`config.mk`:
```
export PLATFORM = sky130hd
export DESIGN_NAME = pdu_device_flat
export DESIGN_NICKNAME = d
export VERILOG_FILES = /design/src/hw/pdu_pkg.sv /design/src/hw/pdu_link_if.sv /design/src/hw/pdu_chan.sv /design/src/hw/pdu_device.sv /design/src/flat_wrapper.sv
export SDC_FILE = /design/constraint.sdc
export NUM_CORES = 1
export LEC_CHECK = 0
export BUFFER_PORTS_ARGS = -buffer_cell sky130_fd_sc_hd__buf_2
export CAP_MARGIN = 25
export CORE_UTILIZATION = 45
export DETAILED_ROUTE_END_ITERATION = 8
export GPL_TIMING_DRIVEN = 0
export RECOVER_POWER = 25
export SETUP_SLACK_MARGIN = 0.2
export SLEW_MARGIN = 20
export SYNTH_ARGS = -nofsm -noshare
export SYNTH_HDL_FRONTEND = slang
export SYNTH_SLANG_ARGS = --single-unit
```
`constraint.sdc`:
```
create_clock -name clock_i -period 7.1 [get_ports clock_i]
set_input_delay 0.71 -clock clock_i [delete_from_list [all_inputs] [get_ports clock_i]]
set_output_delay 0.71 -clock clock_i [all_outputs]
set_load 0.05 [all_outputs]
```
`src/hw/pdu_pkg.sv`:
```
package pdu_pkg;

  // ---------------------------------------------------------------
  // widths
  // ---------------------------------------------------------------
  localparam int LVL_W = 14;               // level and counter width
  localparam int PRE_W = 14;               // prescaler width

  // ---------------------------------------------------------------
  // byte addresses on the peripheral link
  // ---------------------------------------------------------------
  localparam logic [1:0] ADDR_P0_HI = 2'h0;  // level a / control
  localparam logic [1:0] ADDR_P0_LO = 2'h1;
  localparam logic [1:0] ADDR_P1_HI = 2'h2;  // level b / counter
  localparam logic [1:0] ADDR_P1_LO = 2'h3;

  // ---------------------------------------------------------------
  // word field layout
  // ---------------------------------------------------------------
  localparam int LVL_LSB  = 2;             // level in bits 15..2
  localparam int CFS_BIT  = 1;
  localparam int BANK_BIT = 0;

  // ---------------------------------------------------------------
  // control register layout
  // ---------------------------------------------------------------
  localparam int CTL_RUN_BIT = 6;
  localparam int CTL_OEB_BIT = 3;
  localparam int CTL_OEA_BIT = 2;
  localparam int CTL_INV_BIT = 1;
  localparam int CTL_RES_BIT = 0;
  localparam logic [7:0] CTL_RSVD_ONES = 8'h30;
  localparam logic [7:0] CTL_RESET     = 8'h00;

  // ---------------------------------------------------------------
  // reset values and limits
  // ---------------------------------------------------------------
  localparam logic [13:0] LVL_RESET    = 14'h3fff;
  localparam logic [13:0] CNT_RESET    = 14'h0000;
  localparam logic [13:0] CNT_HALT     = 14'h0003;
  localparam logic [13:0] MIN_LVL_64   = 14'h0100;
  localparam logic [13:0] MIN_LVL_256  = 14'h0040;
  localparam logic [7:0]  POS_MASK_64  = 8'h3f;  // 64 periods per base
  localparam logic [7:0]  POS_MASK_256 = 8'hff;  // 256 periods per base

  // ---------------------------------------------------------------
  // divider codes to log2 of the resolution factor
  // ---------------------------------------------------------------
  localparam logic [2:0] DIV_PROHIBITED = 3'h7;
  localparam logic [3:0] DIV_SHIFT [7] = '{4'h1, 4'h6, 4'h7, 4'h8,
                                          4'ha, 4'hc, 4'he};

  // ---------------------------------------------------------------
  // apb map of the controller
  // ---------------------------------------------------------------
  localparam logic [11:0] APB_ACCESS = 12'h000;
  localparam logic [11:0] APB_STATUS = 12'h004;
  localparam logic [11:0] APB_DIV    = 12'h008;
  localparam int ACC_DATA_LSB = 0;
  localparam int ACC_ADDR_LSB = 8;
  localparam int ACC_WR_BIT   = 16;
  localparam int STS_BUSY_BIT = 8;

  typedef enum logic [1:0] {
    PDU_IDLE    = 2'b00,
    PDU_STROBE  = 2'b01,
    PDU_CAPTURE = 2'b11
  } pdu_state_t;

endpackage

```
`src/hw/pdu_link_if.sv`:
```
`timescale 1ns/1ps
interface pdu_link_if;
  logic [1:0] addr;
  logic       wr_stb;
  logic       rd_stb;
  logic [7:0] wdata;
  logic [7:0] rdata;
  logic       div_code_bit0;
  logic       div_code_bit1;
  logic       div_code_bit2;

  modport dev (
    input  addr, wr_stb, rd_stb, wdata,
    input  div_code_bit0, div_code_bit1, div_code_bit2,
    output rdata
  );

  modport host (
    output addr, wr_stb, rd_stb, wdata,
    output div_code_bit0, div_code_bit1, div_code_bit2,
    input  rdata
  );
endinterface

```
`src/hw/pdu_chan.sv`:
```
`timescale 1ns/1ps
module pdu_chan
  import pdu_pkg::*;
#(
  parameter int W = LVL_W
) (
  input  wire logic         clock_i,
  input  wire logic         reset_n_i,
  input  wire logic [W-1:0] counter_i,
  input  wire logic [W-1:0] level_i,
  input  wire logic         cfs_i,
  input  wire logic         invert_i,
  input  wire logic         enable_i,
  output logic              pin_o
);

  // elaboration check: the base split is fixed to 14 bits
  if (W != 14)
  begin : g_width_check
    $error("pdu_chan supports only a 14-bit time base");
  end

  // ---------------------------------------------------------------
  // split counter into base position and reversed base index
  // ---------------------------------------------------------------
  logic [7:0] pos;
  logic [7:0] rev_idx;
  logic [7:0] coarse;
  logic [7:0] fine;
  logic [7:0] rev_cmp;
  logic       extra;
  logic       low;
  logic       valid;
  logic       raw;

  always_comb
  begin
    pos     = counter_i[7:0] & (cfs_i ? POS_MASK_256 : POS_MASK_64);
    rev_idx = 8'h00;
    for (int i = 0; i < 8; i++)
    begin
      if (cfs_i)
      begin
        if (i < 6) rev_idx[i] = counter_i[13-i];
      end
      else
      begin
        rev_idx[i] = counter_i[13-i];
      end
    end
    // coarse low time per base, fine bits spread over bases
    coarse = cfs_i ? level_i[13:6] : {2'h0, level_i[13:8]};
    fine   = cfs_i ? {2'h0, level_i[5:0]} : level_i[7:0];
    // counter bits 12 and 13 drop out in 12-bit use
    rev_cmp = rev_idx;
    if (level_i[1:0] == 2'h0) rev_cmp[1:0] = 2'h0;
    extra = rev_cmp < fine;
    low   = (pos < coarse) || ((pos == coarse) && extra);
    valid = level_i >= (cfs_i ? MIN_LVL_256 : MIN_LVL_64);
    raw   = valid ? ~low : 1'b0;
  end

  // ---------------------------------------------------------------
  // pin register: phase and enable
  // ---------------------------------------------------------------
  always_ff @(posedge clock_i or negedge reset_n_i)
  begin
    if (!reset_n_i)
      pin_o <= 1'b0;
    else if (!enable_i)
      pin_o <= 1'b0;
    else
      pin_o <= raw ^ invert_i;
  end

endmodule

```
`src/hw/pdu_device.sv`:
```
// Operation
// - level bits 15..2, reset ones, read/write
// - counter compared with level every base
// - carrier bit zero: 64 periods, min 0x0100
// - carrier bit one: 256 periods, min 0x0040
// - out-of-range level holds output constant
// - low level bits zero drop counter 12,13
// - bank bit picks levels or control/counter
// - control bits 5,4 read one, unwritable
// - software keeps control bit 7 zero
// - run bit zero: 14-bit up counter
// - run bit one: counter holds 0x0003
// - control bit 3 enables channel-b pin
// - control bit 2 enables channel-a pin
// - control bit 1 inverts both outputs
// - resolution bit zero: one clock period
// - resolution bit one: clock times factor
// - one counter shared, 12-bit uses low bits
// - three-bit divider code, code 7 prohibited
// - upper byte parked, lower byte commits word
// - direct phase: level is low time
`timescale 1ns/1ps
module pdu_device
  import pdu_pkg::*;
(
  input  wire logic clock_i,
  input  wire logic reset_n_i,
  pdu_link_if.dev   link,
  output logic      chan_a_out_pin_o,
  output logic      chan_b_out_pin_o
);

  // ---------------------------------------------------------------
  // state
  // ---------------------------------------------------------------
  logic [13:0]      channel_a_level_reg;
  logic [13:0]      channel_b_level_reg;
  logic             cfs_a_reg;
  logic             cfs_b_reg;
  logic             bank_sel_reg;
  logic [7:0]       unit_control_reg;
  logic [13:0]      shared_timebase_counter;
  logic [13:0]      prescale_reg;
  logic [7:0]       temp_reg;
  logic [7:0]       rdata_reg;

  // ---------------------------------------------------------------
  // decode
  // ---------------------------------------------------------------
  logic        sel_pair1;
  logic        sel_hi;
  logic        ctl_hit;
  logic        ctl_lo_hit;
  logic [15:0] level_a_word;
  logic [15:0] level_b_word;
  logic [15:0] cnt_word;
  logic [15:0] rd_word;
  logic [15:0] wr_word;
  logic [7:0]  ctl_image;
  logic        wr_lo;
  logic        cnt_load;

  // reverse six bits, used by the scrambled counter layout
  function automatic logic [5:0] rev6(input logic [5:0] v);
    logic [5:0] r;
    r = 6'h00;
    for (int i = 0; i < 6; i++)
      r[i] = v[5-i];
    return r;
  endfunction

  assign sel_pair1  = link.addr[1];
  assign sel_hi     = (link.addr == ADDR_P0_HI) || (link.addr == ADDR_P1_HI);
  assign ctl_hit    = bank_sel_reg && (link.addr == ADDR_P0_HI);
  assign ctl_lo_hit = bank_sel_reg && (link.addr == ADDR_P0_LO);
  assign wr_word    = {temp_reg, link.wdata};
  assign wr_lo      = link.wr_stb && !sel_hi && !ctl_lo_hit;

  // word images seen by software
  assign level_a_word = {channel_a_level_reg, cfs_a_reg, 1'b1};
  assign level_b_word = {channel_b_level_reg, cfs_b_reg, bank_sel_reg};
  assign cnt_word     = {shared_timebase_counter[7:0],
                         rev6(shared_timebase_counter[13:8]),
                         1'b1, bank_sel_reg};
  assign ctl_image    = unit_control_reg | CTL_RSVD_ONES;

  // bank select steers the shared addresses
  always_comb
  begin
    if (!sel_pair1)
      rd_word = level_a_word;
    else if (bank_sel_reg)
      rd_word = cnt_word;
    else
      rd_word = level_b_word;
  end

  assign cnt_load = wr_lo && sel_pair1 && bank_sel_reg;

  // ---------------------------------------------------------------
  // read path and holding latch
  // ---------------------------------------------------------------
  always_ff @(posedge clock_i or negedge reset_n_i)
  begin
    if (!reset_n_i)
    begin
      temp_reg  <= 8'h00;
      rdata_reg <= 8'h00;
    end
    else if (link.rd_stb)
    begin
      if (ctl_hit)
        rdata_reg <= ctl_image;
      else if (ctl_lo_hit)
        rdata_reg <= 8'hff;
      else if (sel_hi)
      begin
        rdata_reg <= rd_word[15:8];
        temp_reg  <= rd_word[7:0];
      end
      else
        rdata_reg <= temp_reg;
    end
    else if (link.wr_stb && sel_hi && !ctl_hit)
      temp_reg <= link.wdata;
  end

  assign link.rdata = rdata_reg;

  // ---------------------------------------------------------------
  // level registers and bank bit
  // ---------------------------------------------------------------
  always_ff @(posedge clock_i or negedge reset_n_i)
  begin
    if (!reset_n_i)
    begin
      channel_a_level_reg <= LVL_RESET;
      channel_b_level_reg <= LVL_RESET;
      cfs_a_reg           <= 1'b1;
      cfs_b_reg           <= 1'b1;
      bank_sel_reg        <= 1'b1;
    end
    else if (wr_lo)
    begin
      if (!sel_pair1 && !bank_sel_reg)
      begin
        channel_a_level_reg <= wr_word[15:LVL_LSB];
        cfs_a_reg           <= wr_word[CFS_BIT];
      end
      else if (sel_pair1)
      begin
        if (!bank_sel_reg)
        begin
          channel_b_level_reg <= wr_word[15:LVL_LSB];
          cfs_b_reg           <= wr_word[CFS_BIT];
        end
        bank_sel_reg <= wr_word[BANK_BIT];
      end
    end
  end

  // ---------------------------------------------------------------
  // control register
  // ---------------------------------------------------------------
  always_ff @(posedge clock_i or negedge reset_n_i)
  begin
    if (!reset_n_i)
      unit_control_reg <= CTL_RESET;
    else if (link.wr_stb && ctl_hit)
      unit_control_reg <= link.wdata & ~CTL_RSVD_ONES;
  end

  // ---------------------------------------------------------------
  // resolution prescaler
  // ---------------------------------------------------------------
  logic [2:0]  div_code;
  logic [13:0] pre_mask;
  logic        res_tick;

  assign div_code = {link.div_code_bit2, link.div_code_bit1,
                     link.div_code_bit0};

  always_comb
  begin
    pre_mask = 14'h0000;
    if (div_code != DIV_PROHIBITED)
      pre_mask = 14'((15'h1 << DIV_SHIFT[div_code]) - 15'h1);
    if (!unit_control_reg[CTL_RES_BIT])
      res_tick = 1'b1;
    else if (div_code == DIV_PROHIBITED)
      res_tick = 1'b0;
    else
      res_tick = (prescale_reg & pre_mask) == pre_mask;
  end

  // free-running divider for the resolution period
  always_ff @(posedge clock_i or negedge reset_n_i)
  begin
    if (!reset_n_i)
      prescale_reg <= 14'h0000;
    else
      prescale_reg <= prescale_reg + 14'h0001;
  end

  // ---------------------------------------------------------------
  // shared time base
  // ---------------------------------------------------------------
  always_ff @(posedge clock_i or negedge reset_n_i)
  begin
    if (!reset_n_i)
      shared_timebase_counter <= CNT_RESET;
    else if (cnt_load)
      shared_timebase_counter <= {rev6(wr_word[7:2]), wr_word[15:8]};
    else if (unit_control_reg[CTL_RUN_BIT])
      shared_timebase_counter <= CNT_HALT;
    else if (res_tick)
      shared_timebase_counter <= shared_timebase_counter + 14'h0001;
  end

  // ---------------------------------------------------------------
  // channels on the common counter
  // ---------------------------------------------------------------
  pdu_chan #(.W(LVL_W)) u_chan_a (
    .clock_i   (clock_i),
    .reset_n_i (reset_n_i),
    .counter_i (shared_timebase_counter),
    .level_i   (channel_a_level_reg),
    .cfs_i     (cfs_a_reg),
    .invert_i  (unit_control_reg[CTL_INV_BIT]),
    .enable_i  (unit_control_reg[CTL_OEA_BIT]),
    .pin_o     (chan_a_out_pin_o)
  );

  pdu_chan #(.W(LVL_W)) u_chan_b (
    .clock_i   (clock_i),
    .reset_n_i (reset_n_i),
    .counter_i (shared_timebase_counter),
    .level_i   (channel_b_level_reg),
    .cfs_i     (cfs_b_reg),
    .invert_i  (unit_control_reg[CTL_INV_BIT]),
    .enable_i  (unit_control_reg[CTL_OEB_BIT]),
    .pin_o     (chan_b_out_pin_o)
  );

endmodule

```
`src/flat_wrapper.sv`:
```
// flat-port wrapper written by rule: the top's interface ports become plain ports
module pdu_device_flat import pdu_pkg::*;
  (clock_i, reset_n_i, chan_a_out_pin_o, chan_b_out_pin_o, link_addr, link_wr_stb, link_rd_stb, link_wdata, link_div_code_bit0, link_div_code_bit1, link_div_code_bit2, link_rdata);
  pdu_link_if link_i ();
  input  wire logic clock_i;
  input  wire logic reset_n_i;
  output logic chan_a_out_pin_o;
  output logic chan_b_out_pin_o;
  input wire logic [$bits(link_i.addr)-1:0] link_addr;
  input wire logic [$bits(link_i.wr_stb)-1:0] link_wr_stb;
  input wire logic [$bits(link_i.rd_stb)-1:0] link_rd_stb;
  input wire logic [$bits(link_i.wdata)-1:0] link_wdata;
  input wire logic [$bits(link_i.div_code_bit0)-1:0] link_div_code_bit0;
  input wire logic [$bits(link_i.div_code_bit1)-1:0] link_div_code_bit1;
  input wire logic [$bits(link_i.div_code_bit2)-1:0] link_div_code_bit2;
  output wire logic [$bits(link_i.rdata)-1:0] link_rdata;
  assign link_i.addr = link_addr;
  assign link_i.wr_stb = link_wr_stb;
  assign link_i.rd_stb = link_rd_stb;
  assign link_i.wdata = link_wdata;
  assign link_i.div_code_bit0 = link_div_code_bit0;
  assign link_i.div_code_bit1 = link_div_code_bit1;
  assign link_i.div_code_bit2 = link_div_code_bit2;
  assign link_rdata = link_i.rdata;
  pdu_device u_core (.clock_i(clock_i), .reset_n_i(reset_n_i), .link(link_i), .chan_a_out_pin_o(chan_a_out_pin_o), .chan_b_out_pin_o(chan_b_out_pin_o));
endmodule
```
==> run metrics, run 1 <==
status finished, violations left; failing checks capacitance limit, slew limit; class of the most critical hold timing path reg2reg; total grt overflow 0; I/O pin total 27; Comb power frac 35.1%; htree depth 3; Async S/R FF share, synth 100%; synth unique cells 58; Post-CTS Setup Repair Bufs 0; most used cell, CP clkbuf_1; nets 672; site row count 40; #FFs+latches synth 83; fmax 236 MHz; Die ar. 12800 um^2; final setup TNS 0 ns; clock sink count 83; RSZ-0062 raised after global routing false; Int Pwr 0.00118 W; setup ws final 2.86 ns; CP max-delay cell clkbuf_1; Routed WL 14.7 mm; average routed wire per standard cell 19.3 um; setup violators final 0; global-route wire length before repair 23.9 mm; Lkg Pwr 2.74 nW; DIE HEIGHT 113 um; drt via density 5.93; vias in the first global route 4378; clock power share 23.3%; Num CTS Buffers 9; Max IR drop VDD 0.000181 V; Slew Viols, Final 86; initial antenna violation count 0; synth warn 0; crit-path max FO 55; post-synthesis cell area 5540 um^2; I/O Buffers 23; vias post-DR 4517; Worst path max stage delay 2.15 ns; Iteration-0 DRC Markers 245; DP HPWL 11.0 mm; Final Skew 0.00611 ns; Post-synth EDFFs 0; crit start category primary input; pin count of the biggest net entering global routing 56; max_cap viols 2; CTS Hold Bufs 0; Pwr Density 315 nW/um^2; syn_nets 637; Main synth FF type dfrtp_1; Worst-Skew Late Latency 0.35 ns; final hold vios 0; worst path bufs/invs 2; DP Worst Slack 3.16 ns; DRT antenna net count 0; Worst slew margin -94.8%; layout cell share with drive strength beyond 1 18.7%; Area after DPL 5870 um^2; WP data required 6.92 ns; CTS tree done; Synth Area per Inst 9.63 um^2; Pre-Repair DR Iteration Count 5; critical path type in2async; CP cell instances clkbuf_1, clkbuf_1; family with the most delay on the worst path buffers and inverters; Area Growth Syn to Fin 10.5%; DRC violations left 0; minimum clock period 4.24 ns; Least-Margin Pin Slew 2.92 ns; switching part of the total 38.6%; Overall Global Routing Usage 24.7%; share of power burned in registers 41.5%; Worst EP arrival 4.06 ns; Root Buffer clkbuf_16; Synth Instances 575; Die X 113 um; post-synthesis sequential area ratio 38.2%; final clock period utilization by the worst path 59.7%; CTS max path bufs 2; Worst-path clk slew 0.06 ns; Worst setup EP type asynchronous set/reset pin; Core Footprint 12000 um^2; Antenna Cells 0; Psw 0.000743 W; GP Congestion 0.880; Finished Cell Area 6120 um^2; initial core utilization 46.1%; post_cts resized 0
cells in the final DEF (no fill, tap or decap), drive strengths merged, types with 30 or more instances in the layout:
master   n
dfrtp   52
nand2   37
nor2    39
inv     37
buf     35
ha      45
mux2    35
o21ai   30
dfstp   31
a21oi   43
kinds of logic after synthesis:
group / share of synthesized area [%]
xor+xnor: 3.48
buf+inv: 4.86
fa+ha+maj: 10.2
simple gates: 15.3
mux: 12.6
compound gates: 15.3
flops: 38.2
cell type report:
cell class / count / area (um^2)
plain buffers: 29 / 134
fillers: 1146 / 5890
clock inverters: 5 / 37.5
flip-flops and latches: 83 / 2120
inverters: 36 / 135
clock buffers: 11 / 243
well taps: 147 / 184
repair buffers: 24 / 118
multi-input cells: 427 / 3150
routing by layer:
layer	global-route usage (%)	share of wire [%]
met1	35.2	48
met2	38.6	46
met3	4.50	5.4
met4	7.19	1.5
met5	0	0
cell usage after synthesis, types with 4 or more instances:
library cell  number  share of area, %
and3_1             9               1.0
nand3_1           14               1.3
nor2_1            39               2.6
dfstp_2           31                15
nand3b_1           4              0.54
nor2b_1           11               1.2
nor3_1             8              0.72
nand2b_1           7              0.79
a31oi_1            5              0.56
xnor2_1           18               2.8
o21ai_0           25               2.3
a21oi_1           43               3.9
inv_1             36               2.4
mux2_2            34               6.9
o31ai_1            4              0.54
a22oi_1            4              0.54
mux2i_1           28               5.1
and2_1            11               1.2
nand4_1            7              0.79
o21ai_1            5              0.45
a21o_1             7              0.95
dfrtp_1           52                23
o22a_1             4              0.63
nand4b_1           4              0.63
or4_1              4              0.54
xor2_1             4              0.63
clkbuf_1          16               1.1
buf_1              7              0.47
nand2_1           37               2.5
ha_1              45                10
final timing paths:
kind                                                   startpoint                                             end  slack (ns)  cells past startpoint
worst min register to register  u_core.prescale_reg[13]$_DFF_PN0_               u_core.prescale_reg[13]$_DFF_PN0_        0.49                      1
max in group clock_i                           link_div_code_bit1  u_core.shared_timebase_counter[13]$_DFFE_PN0P_        3.47                     16
worst min-delay path            u_core.prescale_reg[13]$_DFF_PN0_               u_core.prescale_reg[13]$_DFF_PN0_        0.49                      1
min in group asynchronous                               reset_n_i               u_core.prescale_reg[13]$_DFF_PN0_        0.77                      1
worst max-delay path                                    reset_n_i                  u_core.temp_reg[2]$_DFFE_PN0P_        2.86                      2
worst max register to register       u_core.cfs_a_reg$_DFFE_PN1P_                 u_core.u_chan_a.pin_o$_DFF_PN0_        4.26                     11
power groups by stage:
stage                     Clock (W)  Sequential (W)  Combinational [W]
after floorplan                   0        0.000786           0.000469
after global placement            0        0.000803           0.000651
after detailed placement          0        0.000804           0.000673
after CTS                  0.000460        0.000797           0.000679
after global routing       0.000475        0.000818           0.000755
final                      0.000449        0.000800           0.000677
per-stage QoR:
stage	instances	utilization (%)	hold slack [ns]	total power, W
floorplan	575	-	0.414	0.00126
global placement	745	48.6	0.459	0.00145
detailed placement	746	48.9	0.474	0.00148
CTS	762	51.2	0.307	0.00194
global route	762	51.0	0.509	0.00205
finish	762	51.0	0.487	0.00193
Note: power is estimated with default switching activity, not from simulation.
==> run 2: changes to the inputs <==
==> constraint.sdc (replaced) <==
create_clock -name clock_i -period 4 [get_ports clock_i]
set_input_delay 0.4 -clock clock_i [delete_from_list [all_inputs] [get_ports clock_i]]
set_output_delay 0.4 -clock clock_i [all_outputs]
set_load 0.05 [all_outputs]
==> run 2 against run 1 <==
Effect of this change:
- the run still ends with capacitance limit, slew limit left
- clock-buffer cell count unchanged
- worst setup slack lost 2.2 ns
- first-iteration DRC count is 6.9% higher
- utilization grew 0.28 points
- highest routed layer unchanged
==> run metrics, run 2 (synthesized netlist as in run 1, its figures left out) <==
status finished, violations left; failing checks capacitance limit, slew limit; htree depth 3 (unchanged); RSZ-0062 raised after global routing false; CTS max path bufs 2 (unchanged); Die ar. 12800 um^2 (unchanged); minimum clock period 3.36 ns; vias in the first global route 4378 (unchanged); vias post-DR 4503 (-0.31%); drt via density 5.90 (-0.44%); GP Congestion 0.880 (unchanged); CP max-delay cell o41a_1; Max IR drop VDD 0.000321 V (+78%); critical path type in2reg; Worst-path clk slew 0.06 ns (about the same); Worst EP arrival 3.59 ns (-0.47 ns); post_cts resized 0 (unchanged); Core Footprint 12000 um^2 (unchanged); Worst path max stage delay 0.37 ns (-1.78 ns); Final Skew 0.00613 ns (+0.0000177 ns); CTS tree done; Overall Global Routing Usage 24.7% (unchanged); Pre-Repair DR Iteration Count 5 (unchanged); Iteration-0 DRC Markers 262 (+6.9%); nets 673 (+0.15%); Worst setup EP type flop; I/O Buffers 23 (unchanged); final clock period utilization by the worst path 83.9%; Die X 113 um (unchanged); site row count 40 (unchanged); max_cap viols 1 (-1); initial antenna violation count 0 (unchanged); final setup TNS 0 ns (unchanged); global-route wire length before repair 23.9 mm (unchanged); R2R Setup Slk 1.16 ns (-3.10 ns); Least-Margin Pin Slew 1.78 ns (-1.14 ns); Worst-Skew Late Latency 0.35 ns (about the same); layout cell share with drive strength beyond 1 18.8% (+0.13 points); class of the most critical hold timing path in2reg; DP HPWL 11.0 mm (unchanged); Worst slew margin -18.6% (+76 points); total grt overflow 0 (unchanged); Num CTS Buffers 9 (unchanged); initial core utilization 46.1% (unchanged); final hold vios 0 (unchanged); CP cell instances buf_2, inv_1, ha_1, clkbuf_1, and2_1, a22o_1, nand2_1, ha_1, nand3_1, a21oi_1, mux2_4, o41a_1, buf_6, nor4b_4, xnor2_1, o21ai_1; Antenna Cells 0 (unchanged); most common cell after layout, fill and taps aside dfrtp_1; crit-path max FO 10 (-82%); WP data required 4.23 ns (-2.69 ns); crit start category primary input; Post-CTS Setup Repair Bufs 0 (unchanged); setup violators final 0 (unchanged); Area Growth Syn to Fin 11.1%; fmax 298 MHz; pin count of the biggest net entering global routing 56 (unchanged); clock sink count 83 (unchanged); Lkg Pwr 2.76 nW (+0.57%); average routed wire per standard cell 19.3 um (+0.12%); Root Buffer clkbuf_16; Pwr Density 557 nW/um^2 (+77%); Slew Viols, Final 29 (-66%); DRT antenna net count 0 (unchanged); Routed WL 14.8 mm (+0.25%); most frequent cells in the layout dfrtp_1, ha_1, a21oi_1; DRC violations left 0 (unchanged); most used cell, CP ha_1; DIE HEIGHT 113 um (unchanged); dpl cells 746 (unchanged); post-route insts no fill 763 (+0.13%); I/O pin total 27 (unchanged)
## run 2: cell count changes in the layout (fill, tap and decap cells not counted)
cell,before,now
dlygate4sd3_1,0,1
buf_16,0,1
clkbuf_1,19,18
## run 2: where the power goes
part	internal, W	switching (W)	leakage, nW
combinational	0.000538	0.000672	1.66
sequential	0.00113	0.000292	0.971
clock	0.000440	0.000359	0.132
## run 2: layout make-up
| class | instances | area [um^2] |
|---|---|---|
| tap | 147 | 184 |
| clock inverter | 5 | 37.5 |
| sequential | 83 | 2120 |
| fill | 1144 | 5860 |
| timing repair buffer | 25 | 151 |
| multi-input combinational | 427 | 3150 |
| buffer | 29 | 134 |
| clock buffer | 11 | 243 |
| inverter | 36 | 135 |
## run 2: worst paths after layout
check | startpoint | to | cells after the start
worst min-delay path | link_wdata[1] | u_core.cfs_a_reg$_DFFE_PN1P_ | 3
worst max register to register | u_core.cfs_a_reg$_DFFE_PN1P_ | u_core.u_chan_a.pin_o$_DFF_PN0_ | 11
max in group asynchronous | reset_n_i | u_core.channel_a_level_reg[0]$_DFFE_PN1P_ | 3
worst max-delay path | link_div_code_bit1 | u_core.shared_timebase_counter[13]$_DFFE_PN0P_ | 16
min in group asynchronous | reset_n_i | u_core.prescale_reg[13]$_DFF_PN0_ | 2
worst min register to register | u_core.prescale_reg[13]$_DFF_PN0_ | u_core.prescale_reg[13]$_DFF_PN0_ | 1
## run 2: stage by stage
| step | utilization [%] | area [um^2] | worst slack (ns) | hold slack [ns] | power (W) |
|---|---|---|---|---|---|
| CTS | 51.3 | 6160 | 0.722 | 0.293 | 0.00344 |
| floorplan | - | 5540 | 0.923 | 0.104 | 0.00223 |
| global route | 51.2 | 6150 | 0.487 | 0.311 | 0.00364 |
| detailed placement | 48.9 | 5870 | 0.374 | 0.371 | 0.00262 |
| finish | 51.2 | 6150 | 0.643 | 0.299 | 0.00343 |
| global placement | 48.6 | 5840 | 0.430 | 0.459 | 0.00258 |
## run 2: metal layers
layer | vias to the layer above | share of wire (%) | GRT usage (%)
met2 | 100 | 46 | 38.6
met5 | - | 0 | 0
met1 | 2241 | 48 | 35.2
met3 | 17 | 4.2 | 4.50
li1 | 2145 | - | -
met4 | 0 | 1.5 | 7.19
## run 2: repair_timing
| action | 4_1_cts | 5_1_grt |
|---|---|---|
| endpoints found under the hold margin | 4 | 0 |
| hold buffers | 1 | 0 |
| endpoints found under the setup margin | 0 | 0 |
## run 2: worst max-delay path: cells and delay by family
| kind | cells | cell delay [ns] |
|---|---|---|
| xor+xnor | 1 | 0.16 |
| fa+ha+maj | 2 | 0.46 |
| simple gates | 4 | 0.74 |
| mux | 1 | 0.32 |
| compound gates | 4 | 0.88 |
| buf+inv | 4 | 0.60 |
==> run 3: changes to the inputs <==
==> constraint.sdc (replaced) <==
create_clock -name clock_i -period 2.82 [get_ports clock_i]
set_input_delay 0.282 -clock clock_i [delete_from_list [all_inputs] [get_ports clock_i]]
set_output_delay 0.282 -clock clock_i [all_outputs]
set_load 0.05 [all_outputs]
==> run 3 against run 2 <==
Effect of this change:
- the run still ends with capacitance limit, slew limit left
- sequential share of layout area decreased by 2.8 points
- combinational power is 62% higher
- critical path depth fell by 1
- critical path type unchanged
- critical endpoint is now u_core.shared_timebase_counter[3]$_DFFE_PN0P_
- largest cell class unchanged
- largest power group unchanged
- highest routed layer unchanged
==> run metrics, run 3 (synthesized netlist as in run 1, its figures left out) <==
Die ar. 12800 um^2 (unchanged); Pre-Repair DR Iteration Count 4 (-1); setup violators final 0 (unchanged); crit-path max FO 6 (-4); FF-to-FF Start u_core.prescale_reg[0]$_DFF_PN0_; Pwr Density 781 nW/um^2 (+40%); footprint of the multi-input gates 3380 um^2 (+7.3%); Worst slew margin -19.3% (-0.69 points); Worst EP arrival 2.96 ns (-0.63 ns); most frequent cells in the layout dfrtp_1, ha_1, a21oi_1; layout cell share with drive strength beyond 1 28.2% (+9.4 points); Antenna Cells 0 (unchanged); average routed wire per standard cell 19.8 um (+2.4%); GP Congestion 0.925 (+5.1%); vias post-DR 4641 (+3.1%); drt via density 5.91 (+0.18%); Max IR drop VDD 0.000423 V (+32%); status finished, violations left; Worst-path clk slew 0.06 ns (about the same); Worst-Skew Late Latency 0.34 ns (about the same); R2R Setup Slk 0.35 ns (-0.81 ns); DP HPWL 11.5 mm (+5.0%); final setup TNS 0 ns (unchanged); Die X 113 um (unchanged); Worst setup EP type flop; critical path type in2reg; Slew Viols, Final 29 (unchanged); max_cap viols 1 (unchanged); terminus of the critical flop-to-flop path u_core.shared_timebase_counter[3]$_DFFE_PN0P_; fillers 1096 (-4.2%); WP data required 3.05 ns (-1.18 ns); I/O pin total 27 (unchanged); Core Footprint 12000 um^2 (unchanged); Root Buffer clkbuf_16; CTS max path bufs 2 (unchanged); Routed WL 15.5 mm (+5.3%); initial core utilization 46.1% (unchanged); Least-Margin Pin Slew 1.79 ns (+0.0104 ns); Num CTS Buffers 9 (unchanged); DIE HEIGHT 113 um (unchanged); htree depth 3 (unchanged); site row count 40 (unchanged); Iteration-0 DRC Markers 227 (-13%); DRT antenna net count 0 (unchanged); Lkg Pwr 2.98 nW (+8.2%); Worst Setup SP link_div_code_bit0; most common cell after layout, fill and taps aside dfrtp_1; minimum clock period 2.73 ns; pin count of the biggest net entering global routing 56 (unchanged); I/O Buffers 23 (unchanged); register area 2120 um^2 (unchanged); final core occ 55.7% (+4.5 points); Critical Path End u_core.shared_timebase_counter[3]$_DFFE_PN0P_; class of the most critical hold timing path in2reg; failing checks capacitance limit, slew limit; final clock period utilization by the worst path 96.7%; vias in the first global route 4575 (+4.5%); nets 695 (+3.3%); RSZ-0062 raised after global routing true; Area Growth Syn to Fin 20.9%; global-route wire length before repair 24.7 mm (+3.1%); Overall Global Routing Usage 25.5% (+0.73 points); crit start category primary input; total grt overflow 0 (unchanged); fmax 367 MHz; CTS tree done; initial antenna violation count 0 (unchanged); DRC violations left 0 (unchanged); hold_ws 0.208 ns (-0.0913 ns); clock sink count 83 (unchanged); R2R depth 9 (-2); final hold vios 0 (unchanged); Final Skew 0.0110 ns (+0.00490 ns)
[run 3: cell count changes in the layout (fill, tap and decap cells not counted), moves of 5 or more]
cell	delta
buf_4	+19
buf_6	+7
ha_1	-5
ha_4	+5
[run 3: where the power goes]
group,switching [W],internal (W)
Sequential,0.000445,0.00160
Combinational,0.00106,0.000907
Clock,0.000484,0.000736
Total,0.00199,0.00324
[run 3: worst min path at each step]
stage                                      startpoint                                        end  slack, ns  cells past startpoint
floorplan                                   reset_n_i           u_core.link.rdata[0]$_DFFE_PN0P_      -0.01                      0
detailed placement                          reset_n_i            u_core.u_chan_b.pin_o$_DFF_PN0_       0.25                      1
global placement    u_core.prescale_reg[13]$_DFF_PN0_          u_core.prescale_reg[13]$_DFF_PN0_       0.46                      1
CTS                                     link_wdata[5]  u_core.channel_a_level_reg[3]$_DFFE_PN1P_       0.20                      3
finish                                  link_wdata[1]               u_core.cfs_a_reg$_DFFE_PN1P_       0.21                      3
global route                            link_wdata[1]               u_core.cfs_a_reg$_DFFE_PN1P_       0.21                      3
[run 3: routing by layer]
layer	global-route usage, %	part of all wire [%]	routed length, um
met2	41.5	46	7220
met1	34.2	46	7140
met4	9.12	2.4	374
met3	4.45	5.2	810
met5	0	0	0
[run 3: metrics by stage]
stage                     setup WS (ns)  total power (W)  cell area, um^2  std cells
after CTS                        0.0974          0.00509             6530        780
after detailed placement         -0.550          0.00379             5980        746
after global routing             0.0367          0.00553             6700        785
after floorplan                 0.00536          0.00318             5650        575
final                            0.0917          0.00523             6700        785
after global placement           -0.515          0.00371             5950        745
[run 3: layout make-up]
class,instances,area share [%]
plain buffers,29,2.69
clock buffers,11,3.77
clock inverters,5,0.916
inverters,36,2.35
multi-input cells,427,50.5
flip-flops and latches,83,31.6
well taps,147,2.75
repair buffers,47,5.38
[run 3: critical path, cell delays in order]
cell and delay [ns]:
buf_12 0.10, inv_8 0.03, ha_4 0.22, buf_6 0.13, nor3_2 0.26, nand2_4 0.08, ha_4 0.26, o22ai_2 0.06
a211oi_2 0.17, o2111ai_1 0.15, o41a_1 0.47, buf_6 0.17, buf_4 0.13, o31ai_4 0.24, o2bb2a_4 0.18
[run 3: repair_timing]
action                                  in CTS  in global routing
endpoints found under the hold margin       15                  0
resized for setup                           28                 34
cloned                                       1                  0
hold buffers                                 1                  0
buffers inserted                            16                  5
pin swaps                                   11                 19
endpoints found under the setup margin      16                 15
